===== src/ucesr_pkg.sv =====
// Purpose: shared constants of the uncore config and error register bank
// Assumes: byte addressed configuration space, 32-bit dword data
// Notes: offsets are byte addresses inside a configuration function
package ucesr_pkg;
	// configuration functions
	localparam logic [2:0] FUNC_ERR = 3'h0;
	localparam logic [2:0] FUNC_BUS = 3'h2;
	// register offsets
	localparam logic [11:0] OFS_VENDOR_ID = 12'h000;
	localparam logic [11:0] OFS_DEVICE_ID = 12'h002;
	localparam logic [11:0] OFS_ERRSTS = 12'h0c8;
	localparam logic [11:0] OFS_BUSLO = 12'h0cc;
	localparam logic [11:0] OFS_BUSHI = 12'h0d0;
	localparam logic [11:0] OFS_GMAP = 12'h0d4;
	localparam logic [11:0] OFS_SMICTL = 12'h0d8;
	// access geometry
	localparam int LEN_W = 4;
	localparam int DWORD_BYTES = 4;
	localparam int DEVID_POS = 16;
	// error status fields
	localparam int ERR_TKR_TO_LSB = 18;
	localparam int ERR_TKR_TO_W = 6;
	localparam int ERR_TKR_ERR = 17;
	localparam int ERR_DLV = 16;
	localparam int ERR_LOCK_TO = 7;
	localparam int ERR_MGMT_TO = 6;
	localparam int ERR_WR_MIS = 5;
	localparam int ERR_RD_MIS = 4;
	localparam int ERR_BAD_OP = 3;
	localparam int ERR_POISON = 2;
	localparam int ERR_SRC_MC = 1;
	localparam int ERR_SRC_MCHK = 0;
	localparam logic [31:0] ERR_RST = 32'h00000000;
	localparam logic [31:0] ERR_RWS_MASK = 32'h00fe00ff;
	// group to node map
	localparam int GMAP_FIELD_W = 3;
	localparam int GMAP_GROUPS = 8;
	localparam logic [31:0] GMAP_RST = 32'h00000000;
	localparam logic [31:0] GMAP_MASK = 32'h00ffffff;
	// bus numbers
	localparam logic [31:0] BUSLO_RST = 32'h03020100;
	localparam logic [31:0] BUSLO_MASK = 32'hffffffff;
	localparam logic [31:0] BUSHI_RST = 32'h00000504;
	localparam logic [31:0] BUSHI_MASK = 32'h0000ffff;
	// interrupt generation control
	localparam int DIS_ALL = 25;
	localparam int DIS_ERR = 26;
	localparam int DIS_MSG = 27;
	localparam int DIS_CORE = 28;
	localparam logic [31:0] SMICTL_RST = 32'h04000000;
	localparam logic [31:0] SMICTL_MASK = 32'h1e000000;
	// message channel tracker
	localparam int TRK_SLOTS = 6;
	localparam int TRK_TIMEOUT_CYCLES = 4096;
	localparam int TRK_CNT_W = 13;
endpackage : ucesr_pkg


===== src/ucesr_trk_if.sv =====
// Purpose: carries tracker requests, responses and timeouts
// Assumes: one clock shared by both ends
// Notes: one bit per tracker slot
`timescale 1ns/1ps
interface ucesr_trk_if #(parameter int N = ucesr_pkg::TRK_SLOTS);
	logic [N-1:0] req;
	logic [N-1:0] rsp;
	logic [N-1:0] timeout;
	logic [N-1:0] busy;
	modport tracker(input req, input rsp, output timeout, output busy);
	modport owner(output req, output rsp, input timeout, input busy);
endinterface : ucesr_trk_if


===== src/ucesr_regs.sv =====
// Purpose: uncore configuration register bank with error status and interrupt generation
// Assumes: event inputs are one-cycle pulses from logic on REF_CLK
// Notes: configuration answer comes one cycle after the request
`timescale 1ns/1ps
module ucesr_regs #(
	parameter int TRK_LIMIT = ucesr_pkg::TRK_TIMEOUT_CYCLES,
	// identifier values are arbitrary
	parameter logic [15:0] VENDOR_ID = 16'h1a2b,
	parameter logic [15:0] DEVICE_ID_F0 = 16'h0c01,
	parameter logic [15:0] DEVICE_ID_F2 = 16'h0c02
) (
	// clock and reset
	input wire logic REF_CLK,
	input wire logic RST_B,
	// configuration access
	input wire logic CFG_REQ,
	input wire logic CFG_WR,
	input wire logic [2:0] CFG_FUNC,
	input wire logic [11:0] CFG_ADDR,
	input wire logic [ucesr_pkg::LEN_W-1:0] CFG_LEN,
	input wire logic [31:0] CFG_WDATA,
	output logic CFG_ACK,
	output logic CFG_ABORT,
	output logic [31:0] CFG_RDATA,
	// message channel
	input wire logic [ucesr_pkg::TRK_SLOTS-1:0] MC_NP_REQ,
	input wire logic [ucesr_pkg::TRK_SLOTS-1:0] MC_NP_RSP,
	input wire logic MC_BAD_BCAST,
	input wire logic MC_CORE_MSG,
	// error indications
	input wire logic EV_LOCK_TIMEOUT,
	input wire logic EV_MGMT_TIMEOUT,
	input wire logic EV_BAD_OPCODE,
	input wire logic EV_POISON,
	input wire logic EV_MEMCTRL,
	input wire logic EV_LOCAL_MCHECK,
	// configuration outputs
	output logic MGMT_IRQ,
	output logic [23:0] GROUP_NODE_MAP,
	output logic [47:0] BUS_NUMBERS
);
	// byte lanes covered by an access
	function automatic logic [3:0] cfg_lanes(input logic [1:0] a, input logic [3:0] len);
		logic [3:0] m;
		m = 4'h0;
		for (int i = 0; i < ucesr_pkg::DWORD_BYTES; i++) begin
			if (i >= int'(a) && i < int'(a) + int'(len)) begin
				m[i] = 1'b1;
			end
		end
		return m;
	endfunction : cfg_lanes

	// zero length, longer than a dword or crossing a dword boundary
	function automatic logic cfg_bad(input logic [1:0] a, input logic [3:0] len);
		logic [4:0] e;
		e = {3'h0, a} + {1'h0, len};
		return (len == 4'h0) || (e > 5'h04);
	endfunction : cfg_bad

	function automatic logic [31:0] lane_bits(input logic [3:0] l);
		logic [31:0] m;
		m = 32'h0;
		for (int i = 0; i < ucesr_pkg::DWORD_BYTES; i++) begin
			m[8*i +: 8] = {8{l[i]}};
		end
		return m;
	endfunction : lane_bits

	// replace writable bits under the enabled lanes
	function automatic logic [31:0] merge(input logic [31:0] old, input logic [31:0] wd,
		input logic [31:0] bm, input logic [31:0] fm);
		logic [31:0] k;
		k = bm & fm;
		return (old & ~k) | (wd & k);
	endfunction : merge

	logic [31:0] err_reg;
	logic [31:0] err_next;
	logic [31:0] gmap_reg;
	logic [31:0] buslo_reg;
	logic [31:0] bushi_reg;
	logic [31:0] smictl_reg;
	logic irq_reg;
	logic ack_reg;
	logic abort_reg;
	logic [31:0] rdata_reg;
	logic [31:0] rd_data;

	// message channel tracker
	ucesr_trk_if #(.N(ucesr_pkg::TRK_SLOTS)) trk ();
	assign trk.req = MC_NP_REQ;
	assign trk.rsp = MC_NP_RSP;
	ucesr_tracker #(.N(ucesr_pkg::TRK_SLOTS), .LIMIT(TRK_LIMIT)) u_trk (
		.clk(REF_CLK),
		.rst_b(RST_B),
		.bus(trk)
	);

	// access decode
	wire logic misaligned = cfg_bad(CFG_ADDR[1:0], CFG_LEN);
	wire logic [31:0] bmask = lane_bits(cfg_lanes(CFG_ADDR[1:0], CFG_LEN));
	wire logic [9:0] dword = CFG_ADDR[11:2];
	wire logic f0 = CFG_FUNC == ucesr_pkg::FUNC_ERR;
	wire logic f2 = CFG_FUNC == ucesr_pkg::FUNC_BUS;
	wire logic wr_ok = CFG_REQ && CFG_WR && !misaligned;
	wire logic rd_ok = CFG_REQ && !CFG_WR && !misaligned;
	wire logic wr_mis = CFG_REQ && CFG_WR && misaligned;
	wire logic rd_mis = CFG_REQ && !CFG_WR && misaligned;
	wire logic wr_err = wr_ok && f0 && dword == ucesr_pkg::OFS_ERRSTS[11:2];
	wire logic wr_gmap = wr_ok && f0 && dword == ucesr_pkg::OFS_GMAP[11:2];
	wire logic wr_buslo = wr_ok && f2 && dword == ucesr_pkg::OFS_BUSLO[11:2];
	wire logic wr_bushi = wr_ok && f2 && dword == ucesr_pkg::OFS_BUSHI[11:2];
	wire logic wr_smictl = wr_ok && f2 && dword == ucesr_pkg::OFS_SMICTL[11:2];

	// interrupt generation
	wire logic dis_all = smictl_reg[ucesr_pkg::DIS_ALL];
	wire logic dis_err = smictl_reg[ucesr_pkg::DIS_ERR];
	wire logic dis_msg = smictl_reg[ucesr_pkg::DIS_MSG];
	wire logic dis_core = smictl_reg[ucesr_pkg::DIS_CORE];
	wire logic msg_event = (|trk.timeout) || MC_BAD_BCAST;
	wire logic err_event = EV_LOCK_TIMEOUT || wr_mis || rd_mis;
	wire logic irq_err = !dis_all && !dis_err && err_event;
	wire logic irq_msg = !dis_all && !dis_msg && msg_event;
	wire logic irq_core = !dis_all && !dis_core && MC_CORE_MSG;
	wire logic irq_memctrl = !dis_all && EV_MEMCTRL;
	wire logic irq_mcheck = !dis_all && EV_LOCAL_MCHECK;
	wire logic irq_fire = irq_err || irq_msg || irq_core || irq_memctrl || irq_mcheck;

	// error status events
	logic [31:0] err_set;
	always_comb begin
		err_set = 32'h0;
		err_set[ucesr_pkg::ERR_TKR_TO_LSB +: ucesr_pkg::ERR_TKR_TO_W] = trk.timeout;
		err_set[ucesr_pkg::ERR_TKR_ERR] = MC_BAD_BCAST;
		err_set[ucesr_pkg::ERR_DLV] = irq_fire;
		err_set[ucesr_pkg::ERR_LOCK_TO] = EV_LOCK_TIMEOUT;
		err_set[ucesr_pkg::ERR_MGMT_TO] = EV_MGMT_TIMEOUT;
		err_set[ucesr_pkg::ERR_WR_MIS] = wr_mis;
		err_set[ucesr_pkg::ERR_RD_MIS] = rd_mis;
		err_set[ucesr_pkg::ERR_BAD_OP] = EV_BAD_OPCODE;
		err_set[ucesr_pkg::ERR_POISON] = EV_POISON;
		err_set[ucesr_pkg::ERR_SRC_MC] = irq_memctrl;
		err_set[ucesr_pkg::ERR_SRC_MCHK] = irq_mcheck;
	end

	// software write then hardware set, so a set in the clearing cycle wins
	wire logic dlv_clr = wr_err && bmask[ucesr_pkg::ERR_DLV] && !CFG_WDATA[ucesr_pkg::ERR_DLV];
	wire logic [31:0] err_wr = wr_err ?
		merge(err_reg, CFG_WDATA, bmask, ucesr_pkg::ERR_RWS_MASK) : err_reg;
	assign err_next = (err_wr & ~(32'(dlv_clr) << ucesr_pkg::ERR_DLV)) | err_set;

	always_ff @(posedge REF_CLK or negedge RST_B) begin
		if (!RST_B) begin
			err_reg <= ucesr_pkg::ERR_RST;
		end else begin
			err_reg <= err_next;
		end
	end

	// control registers
	always_ff @(posedge REF_CLK or negedge RST_B) begin
		if (!RST_B) begin
			gmap_reg <= ucesr_pkg::GMAP_RST;
			buslo_reg <= ucesr_pkg::BUSLO_RST;
			bushi_reg <= ucesr_pkg::BUSHI_RST;
			smictl_reg <= ucesr_pkg::SMICTL_RST;
		end else begin
			if (wr_gmap) begin
				gmap_reg <= merge(gmap_reg, CFG_WDATA, bmask, ucesr_pkg::GMAP_MASK);
			end
			if (wr_buslo) begin
				buslo_reg <= merge(buslo_reg, CFG_WDATA, bmask, ucesr_pkg::BUSLO_MASK);
			end
			if (wr_bushi) begin
				bushi_reg <= merge(bushi_reg, CFG_WDATA, bmask, ucesr_pkg::BUSHI_MASK);
			end
			if (wr_smictl) begin
				smictl_reg <= merge(smictl_reg, CFG_WDATA, bmask, ucesr_pkg::SMICTL_MASK);
			end
		end
	end

	// read selection
	always_comb begin
		rd_data = 32'h0;
		if (dword == ucesr_pkg::OFS_VENDOR_ID[11:2] && (f0 || f2)) begin
			rd_data[15:0] = VENDOR_ID;
			rd_data[ucesr_pkg::DEVID_POS +: 16] = f0 ? DEVICE_ID_F0 : DEVICE_ID_F2;
		end else if (f0) begin
			case (dword)
				ucesr_pkg::OFS_ERRSTS[11:2]: begin
					rd_data = err_reg;
				end
				ucesr_pkg::OFS_GMAP[11:2]: begin
					rd_data = gmap_reg;
				end
				default: begin
					rd_data = 32'h0;
				end
			endcase
		end else if (f2) begin
			case (dword)
				ucesr_pkg::OFS_BUSLO[11:2]: begin
					rd_data = buslo_reg;
				end
				ucesr_pkg::OFS_BUSHI[11:2]: begin
					rd_data = bushi_reg;
				end
				ucesr_pkg::OFS_SMICTL[11:2]: begin
					rd_data = smictl_reg;
				end
				default: begin
					rd_data = 32'h0;
				end
			endcase
		end
	end

	// answer and interrupt request
	always_ff @(posedge REF_CLK or negedge RST_B) begin
		if (!RST_B) begin
			ack_reg <= 1'b0;
			abort_reg <= 1'b0;
			rdata_reg <= 32'h0;
			irq_reg <= 1'b0;
		end else begin
			ack_reg <= CFG_REQ;
			abort_reg <= CFG_REQ && misaligned;
			rdata_reg <= rd_ok ? rd_data : 32'h0;
			irq_reg <= irq_fire;
		end
	end

	assign CFG_ACK = ack_reg;
	assign CFG_ABORT = abort_reg;
	assign CFG_RDATA = rdata_reg;
	assign MGMT_IRQ = irq_reg;
	assign GROUP_NODE_MAP = gmap_reg[ucesr_pkg::GMAP_GROUPS*ucesr_pkg::GMAP_FIELD_W-1:0];
	assign BUS_NUMBERS = {bushi_reg[15:0], buslo_reg};
endmodule : ucesr_regs


===== src/ucesr_tracker.sv =====
// Purpose: times non-posted message channel requests per slot
// Assumes: request and response are one-cycle pulses per slot
// Notes: a new request in a slot restarts its timer
`timescale 1ns/1ps
module ucesr_tracker #(
	parameter int N = ucesr_pkg::TRK_SLOTS,
	parameter int LIMIT = ucesr_pkg::TRK_TIMEOUT_CYCLES
) (
	// clock and reset
	input wire logic clk,
	input wire logic rst_b,
	// slots
	ucesr_trk_if.tracker bus
);
	localparam int CW = ucesr_pkg::TRK_CNT_W;
	localparam logic [CW-1:0] LAST = CW'(LIMIT - 1);
	logic [CW-1:0] cnt_reg [N];
	logic [N-1:0] busy_reg;
	logic [N-1:0] to_reg;

	assign bus.busy = busy_reg;
	assign bus.timeout = to_reg;

	for (genvar i = 0; i < N; i++) begin : g_slot
		wire logic expire = busy_reg[i] && !bus.req[i] && !bus.rsp[i] && cnt_reg[i] == LAST;
		always_ff @(posedge clk or negedge rst_b) begin
			if (!rst_b) begin
				cnt_reg[i] <= '0;
				busy_reg[i] <= 1'b0;
				to_reg[i] <= 1'b0;
			end else begin
				to_reg[i] <= expire;
				if (bus.req[i]) begin
					busy_reg[i] <= 1'b1;
					cnt_reg[i] <= '0;
				end else if (bus.rsp[i] || expire) begin
					busy_reg[i] <= 1'b0;
				end else if (busy_reg[i]) begin
					cnt_reg[i] <= cnt_reg[i] + CW'(1);
				end
			end
		end

	end
endmodule : ucesr_tracker


===== config.mk =====
export PLATFORM = sky130hd
export DESIGN_NAME = ucesr_regs
export DESIGN_NICKNAME = d
export VERILOG_FILES = /design/src/ucesr_pkg.sv /design/src/ucesr_trk_if.sv /design/src/ucesr_regs.sv /design/src/ucesr_tracker.sv
export SDC_FILE = /design/constraint.sdc
export NUM_CORES = 1
export LEC_CHECK = 0
export BUFFER_PORTS_ARGS = -buffer_cell sky130_fd_sc_hd__buf_2
export CAP_MARGIN = 15
export CELL_PAD_IN_SITES_DETAIL_PLACEMENT = 1
export CELL_PAD_IN_SITES_GLOBAL_PLACEMENT = 1
export CORE_AREA = 2 2 112 222
export DETAILED_ROUTE_END_ITERATION = 7
export DIE_AREA = 0 0 114 224
export PLACE_DENSITY = 0.76
export SYNTH_ARGS = -nofsm -noshare
export SYNTH_HDL_FRONTEND = slang
export SYNTH_SLANG_ARGS = --single-unit

===== constraint.sdc =====
create_clock -name REF_CLK -period 2.6 [get_ports REF_CLK]
set_clock_uncertainty 0.05 [all_clocks]
set_input_delay 0.52 -clock REF_CLK [delete_from_list [all_inputs] [get_ports REF_CLK]]
set_output_delay 0.52 -clock REF_CLK [all_outputs]
set_load 0.02 [all_outputs]

==> impl_metrics.env <==
export IMPL_netSwitchingPower_mw=1.66
export IMPL_initial_core_util_pct=43.3
export IMPL_rsz0062_at_grt="no"
export IMPL_synthArstFlopShare_pct=100
export IMPL_r2r_end="u_trk.cnt_reg[35]"
export IMPL_core_area_um2=23800
export IMPL_path_clk_slew_ns=0.07
export IMPL_num_fill_cells=2601
export IMPL_nNetsFinal=1249
export IMPL_vdd_drop_max_v=0.000549
export IMPL_leakage_nw=5.92
export IMPL_synth_seq_cells=217
export IMPL_cts_made_buffers=21
export IMPL_reg2reg_from="u_trk.cnt_reg[28]"
export IMPL_dieArea_um2=25500
export IMPL_dieHeight_um=224
export IMPL_startpoint="CFG_ADDR[0]"
export IMPL_synth_area_leaders="dfrtp_1, mux2_2, nor2_1"
export IMPL_crit_path_start_kind="input port"
export IMPL_power_clock_fraction_pct=45.0
export IMPL_place_gp_congestion=0.880
export IMPL_power_density_nw_per_um2=545
export IMPL_crit_type="in -> reg"
export IMPL_synth_mux_area_share_pct=9.97
export IMPL_fp_row_count=80
export IMPL_finalHoldViolCount=0
export IMPL_num_vias=8416
export IMPL_vias_per_cell=5.73
export IMPL_ios=182
export IMPL_tightest_slew_ns=0.757
export IMPL_cts_tree="done"
export IMPL_place_hpwl_um=23900
export IMPL_timing_max_slew_rel_slack_pct=49.2
export IMPL_synth_adder_area_share_pct=1.16
export IMPL_synthDistinctLibCells=66
export IMPL_drtIter0Drc=345
export IMPL_cts_htree_levels=1
export IMPL_track_usage_pct=25.2
export IMPL_slew_violations=0
export IMPL_reg2reg_depth=5
export IMPL_yosysWarnings=0
export IMPL_grt_max_degree=67
export IMPL_holdBufCountCts=1
export IMPL_area_growth_pct=25.5
export IMPL_synthFlopType="dfrtp_1"
export IMPL_dr_pass1_iters=5
export IMPL_synth_xor_area_share_pct=5.09
export IMPL_fp_dieW_um=114
export IMPL_drt_wirelength_per_cell_um=21.4
export IMPL_clock_sinks=217
export IMPL_intPower_mw=5.41
export IMPL_post_cts_resized=0
export IMPL_clk_latency_ns=0.51
export IMPL_pwr_share_seq_pct=48.5
export IMPL_hold_depth=1
export IMPL_totalNegativeSetupSlack_ns=0
export IMPL_overflow=0
export IMPL_min_path_type="in -> reg"
export IMPL_numPortBuffers=181
export IMPL_clk_path_buf_depth=3
export IMPL_drv_cap=0
export IMPL_grt_pass1_wl_um=50500
export IMPL_status="finished, final reports clean"
export IMPL_synth_compound_area_share_pct=9.76
export IMPL_syn_nets=1010
export IMPL_drcViolationCount=0
export IMPL_yosys_area_share_simple_pct=19.7
export IMPL_grt_pass1_vias=9402
export IMPL_synth_top_family_by_area="simple AND/OR/NAND/NOR gates"
export IMPL_yosys_area_top_type_share_pct=50.7
export IMPL_synth_edf_count=0
export IMPL_drive_gt1_share_pct=35.0
export IMPL_clockRootBuffer="clkbuf_16"
export IMPL_antenna_found_initial=2
export IMPL_synthCells=926
export IMPL_crit_arrival_ns=2.77
export IMPL_finalSetupViolCount=0
export IMPL_cts_setup_buffers=0
export IMPL_cp_max_fo=8
export IMPL_rrSetupSlack_ns=0.52
export IMPL_syn_area_per_cell_um2=11.1
export IMPL_yosysSeqAreaShare_pct=52.7
export IMPL_period_share_pct=93.5
export IMPL_wirelength_um=31500
export IMPL_yosys_area_top_type="dfrtp_1"
export IMPL_timing_hold_ws_ns=0.180
export IMPL_fmax_mhz=411
export IMPL_combPwrFrac_pct=6.5
export IMPL_ant_nets=0
export IMPL_cp_data_required_time_ns=2.94
export IMPL_synth_area_um2=10300
export IMPL_cp_end_kind="flop"
export IMPL_fin_crit_ns=2.43
export IMPL_swShare_pct=23.5
[metal layers]
layer	global-route usage, %	part of all wire (%)
met5	0	0
met4	12.1	4.4
met3	3.81	5.0
met2	48.3	57
met1	26.1	34
[critical path, cell delays in order]
cell and delay, ns:
buf_2 0.12, ha_4 0.16, fa_2 0.47, o21ai_2 0.24, o2111ai_4 0.16, nor4_4 0.67
mux2_2 0.41
[synthesized netlist by cell type (22+ instances only)]
library cell,number
or2_2,22
nand4_1,22
nor2_1,118
nand2_1,39
clkbuf_1,22
nand3_1,23
xor2_1,25
a21oi_1,47
a22oi_1,27
dfrtp_1,209
xnor2_1,35
mux2_2,76
nor3_1,29
[cell families after synthesis]
| kind of cell | after synthesis |
|---|---|
| buffers and inverters | 39 |
| muxes | 93 |
| and+or+nand+nor | 361 |
| AOI/OAI and AO/OA | 147 |
| adders and majority gates | 9 |
| DFF | 217 |
| xor gates and xnor gates | 60 |
[per-stage QoR]
step / util (%) / worst slack [ns] / area (um2) / std cells / power (mW)
after floorplan: - / -0.165 / 10400 / 926 / 3.67
after global placement: 51.3 / -0.277 / 12200 / 1428 / 3.93
after detailed placement: 51.3 / -0.383 / 12200 / 1428 / 3.95
after CTS: 54.4 / 0.169 / 12900 / 1466 / 7.17
after global routing: 54.4 / 0.0948 / 13000 / 1467 / 7.32
final: 54.4 / 0.169 / 13000 / 1469 / 7.07
[power by group through the flow]
stage,logic [mW],registers (mW),clock network (mW)
finish,0.461,3.42,3.18
floorplan,0.181,3.49,0
global placement,0.448,3.49,0
CTS,0.468,3.42,3.28
global route,0.509,3.43,3.39
detailed placement,0.463,3.49,0
[how the worst min path moves through the flow]
stage	endpoint	start	slack [ns]
2_1_floorplan	CFG_ABORT	RST_B	0.17
3_3_place_gp	u_trk.bus.timeout[5]	u_trk.cnt_reg[12]	0.42
3_5_place_dp	u_trk.bus.timeout[5]	u_trk.cnt_reg[12]	0.43
4_1_cts	CFG_ACK	CFG_REQ	0.15
5_1_grt	CFG_ACK	CFG_REQ	0.16
6_report	CFG_ACK	CFG_REQ	0.18
[cell usage in the layout, fill, tap and decap left out, types with 7 or more instances in the layout]
master	netlist	routed
nor4_1	20	19
nand3_1	23	23
a211oi_1	7	7
a22oi_1	27	27
xor2_1	25	25
o2111ai_1	7	7
dfrtp_1	209	209
nor3b_1	7	7
and2_1	9	9
clkbuf_16	0	21
mux2_2	76	48
or2_2	22	22
buf_12	0	12
a21oi_1	47	47
mux2i_1	15	15
nand2_1	39	39
nand2b_1	9	9
ha_1	8	7
nor3_4	9	9
and4_1	9	9
xnor2_1	35	35
o211ai_1	11	11
buf_2	5	180
nor2b_1	13	13
nor3_1	29	29
and3_1	8	8
inv_1	8	8
o21ai_0	19	17
mux2_4	0	28
buf_4	0	52
nand4_1	22	22
nor2_1	118	118
dfstp_2	8	8
[layout make-up]
| class | count | area, um2 | share of cell area, % |
|---|---|---|---|
| clock inverter | 8 | 105 | 0.811 |
| multi-input combinational | 670 | 4850 | 37.4 |
| timing repair buffer | 246 | 1560 | 12.0 |
| sequential | 217 | 5440 | 42.0 |
| inverter | 9 | 33.8 | 0.261 |
| clock buffer | 29 | 606 | 4.67 |
| tap | 287 | 359 | 2.77 |
| antenna | 3 | 7.51 | 0.0579 |
(Power assumes the default switching activity.)
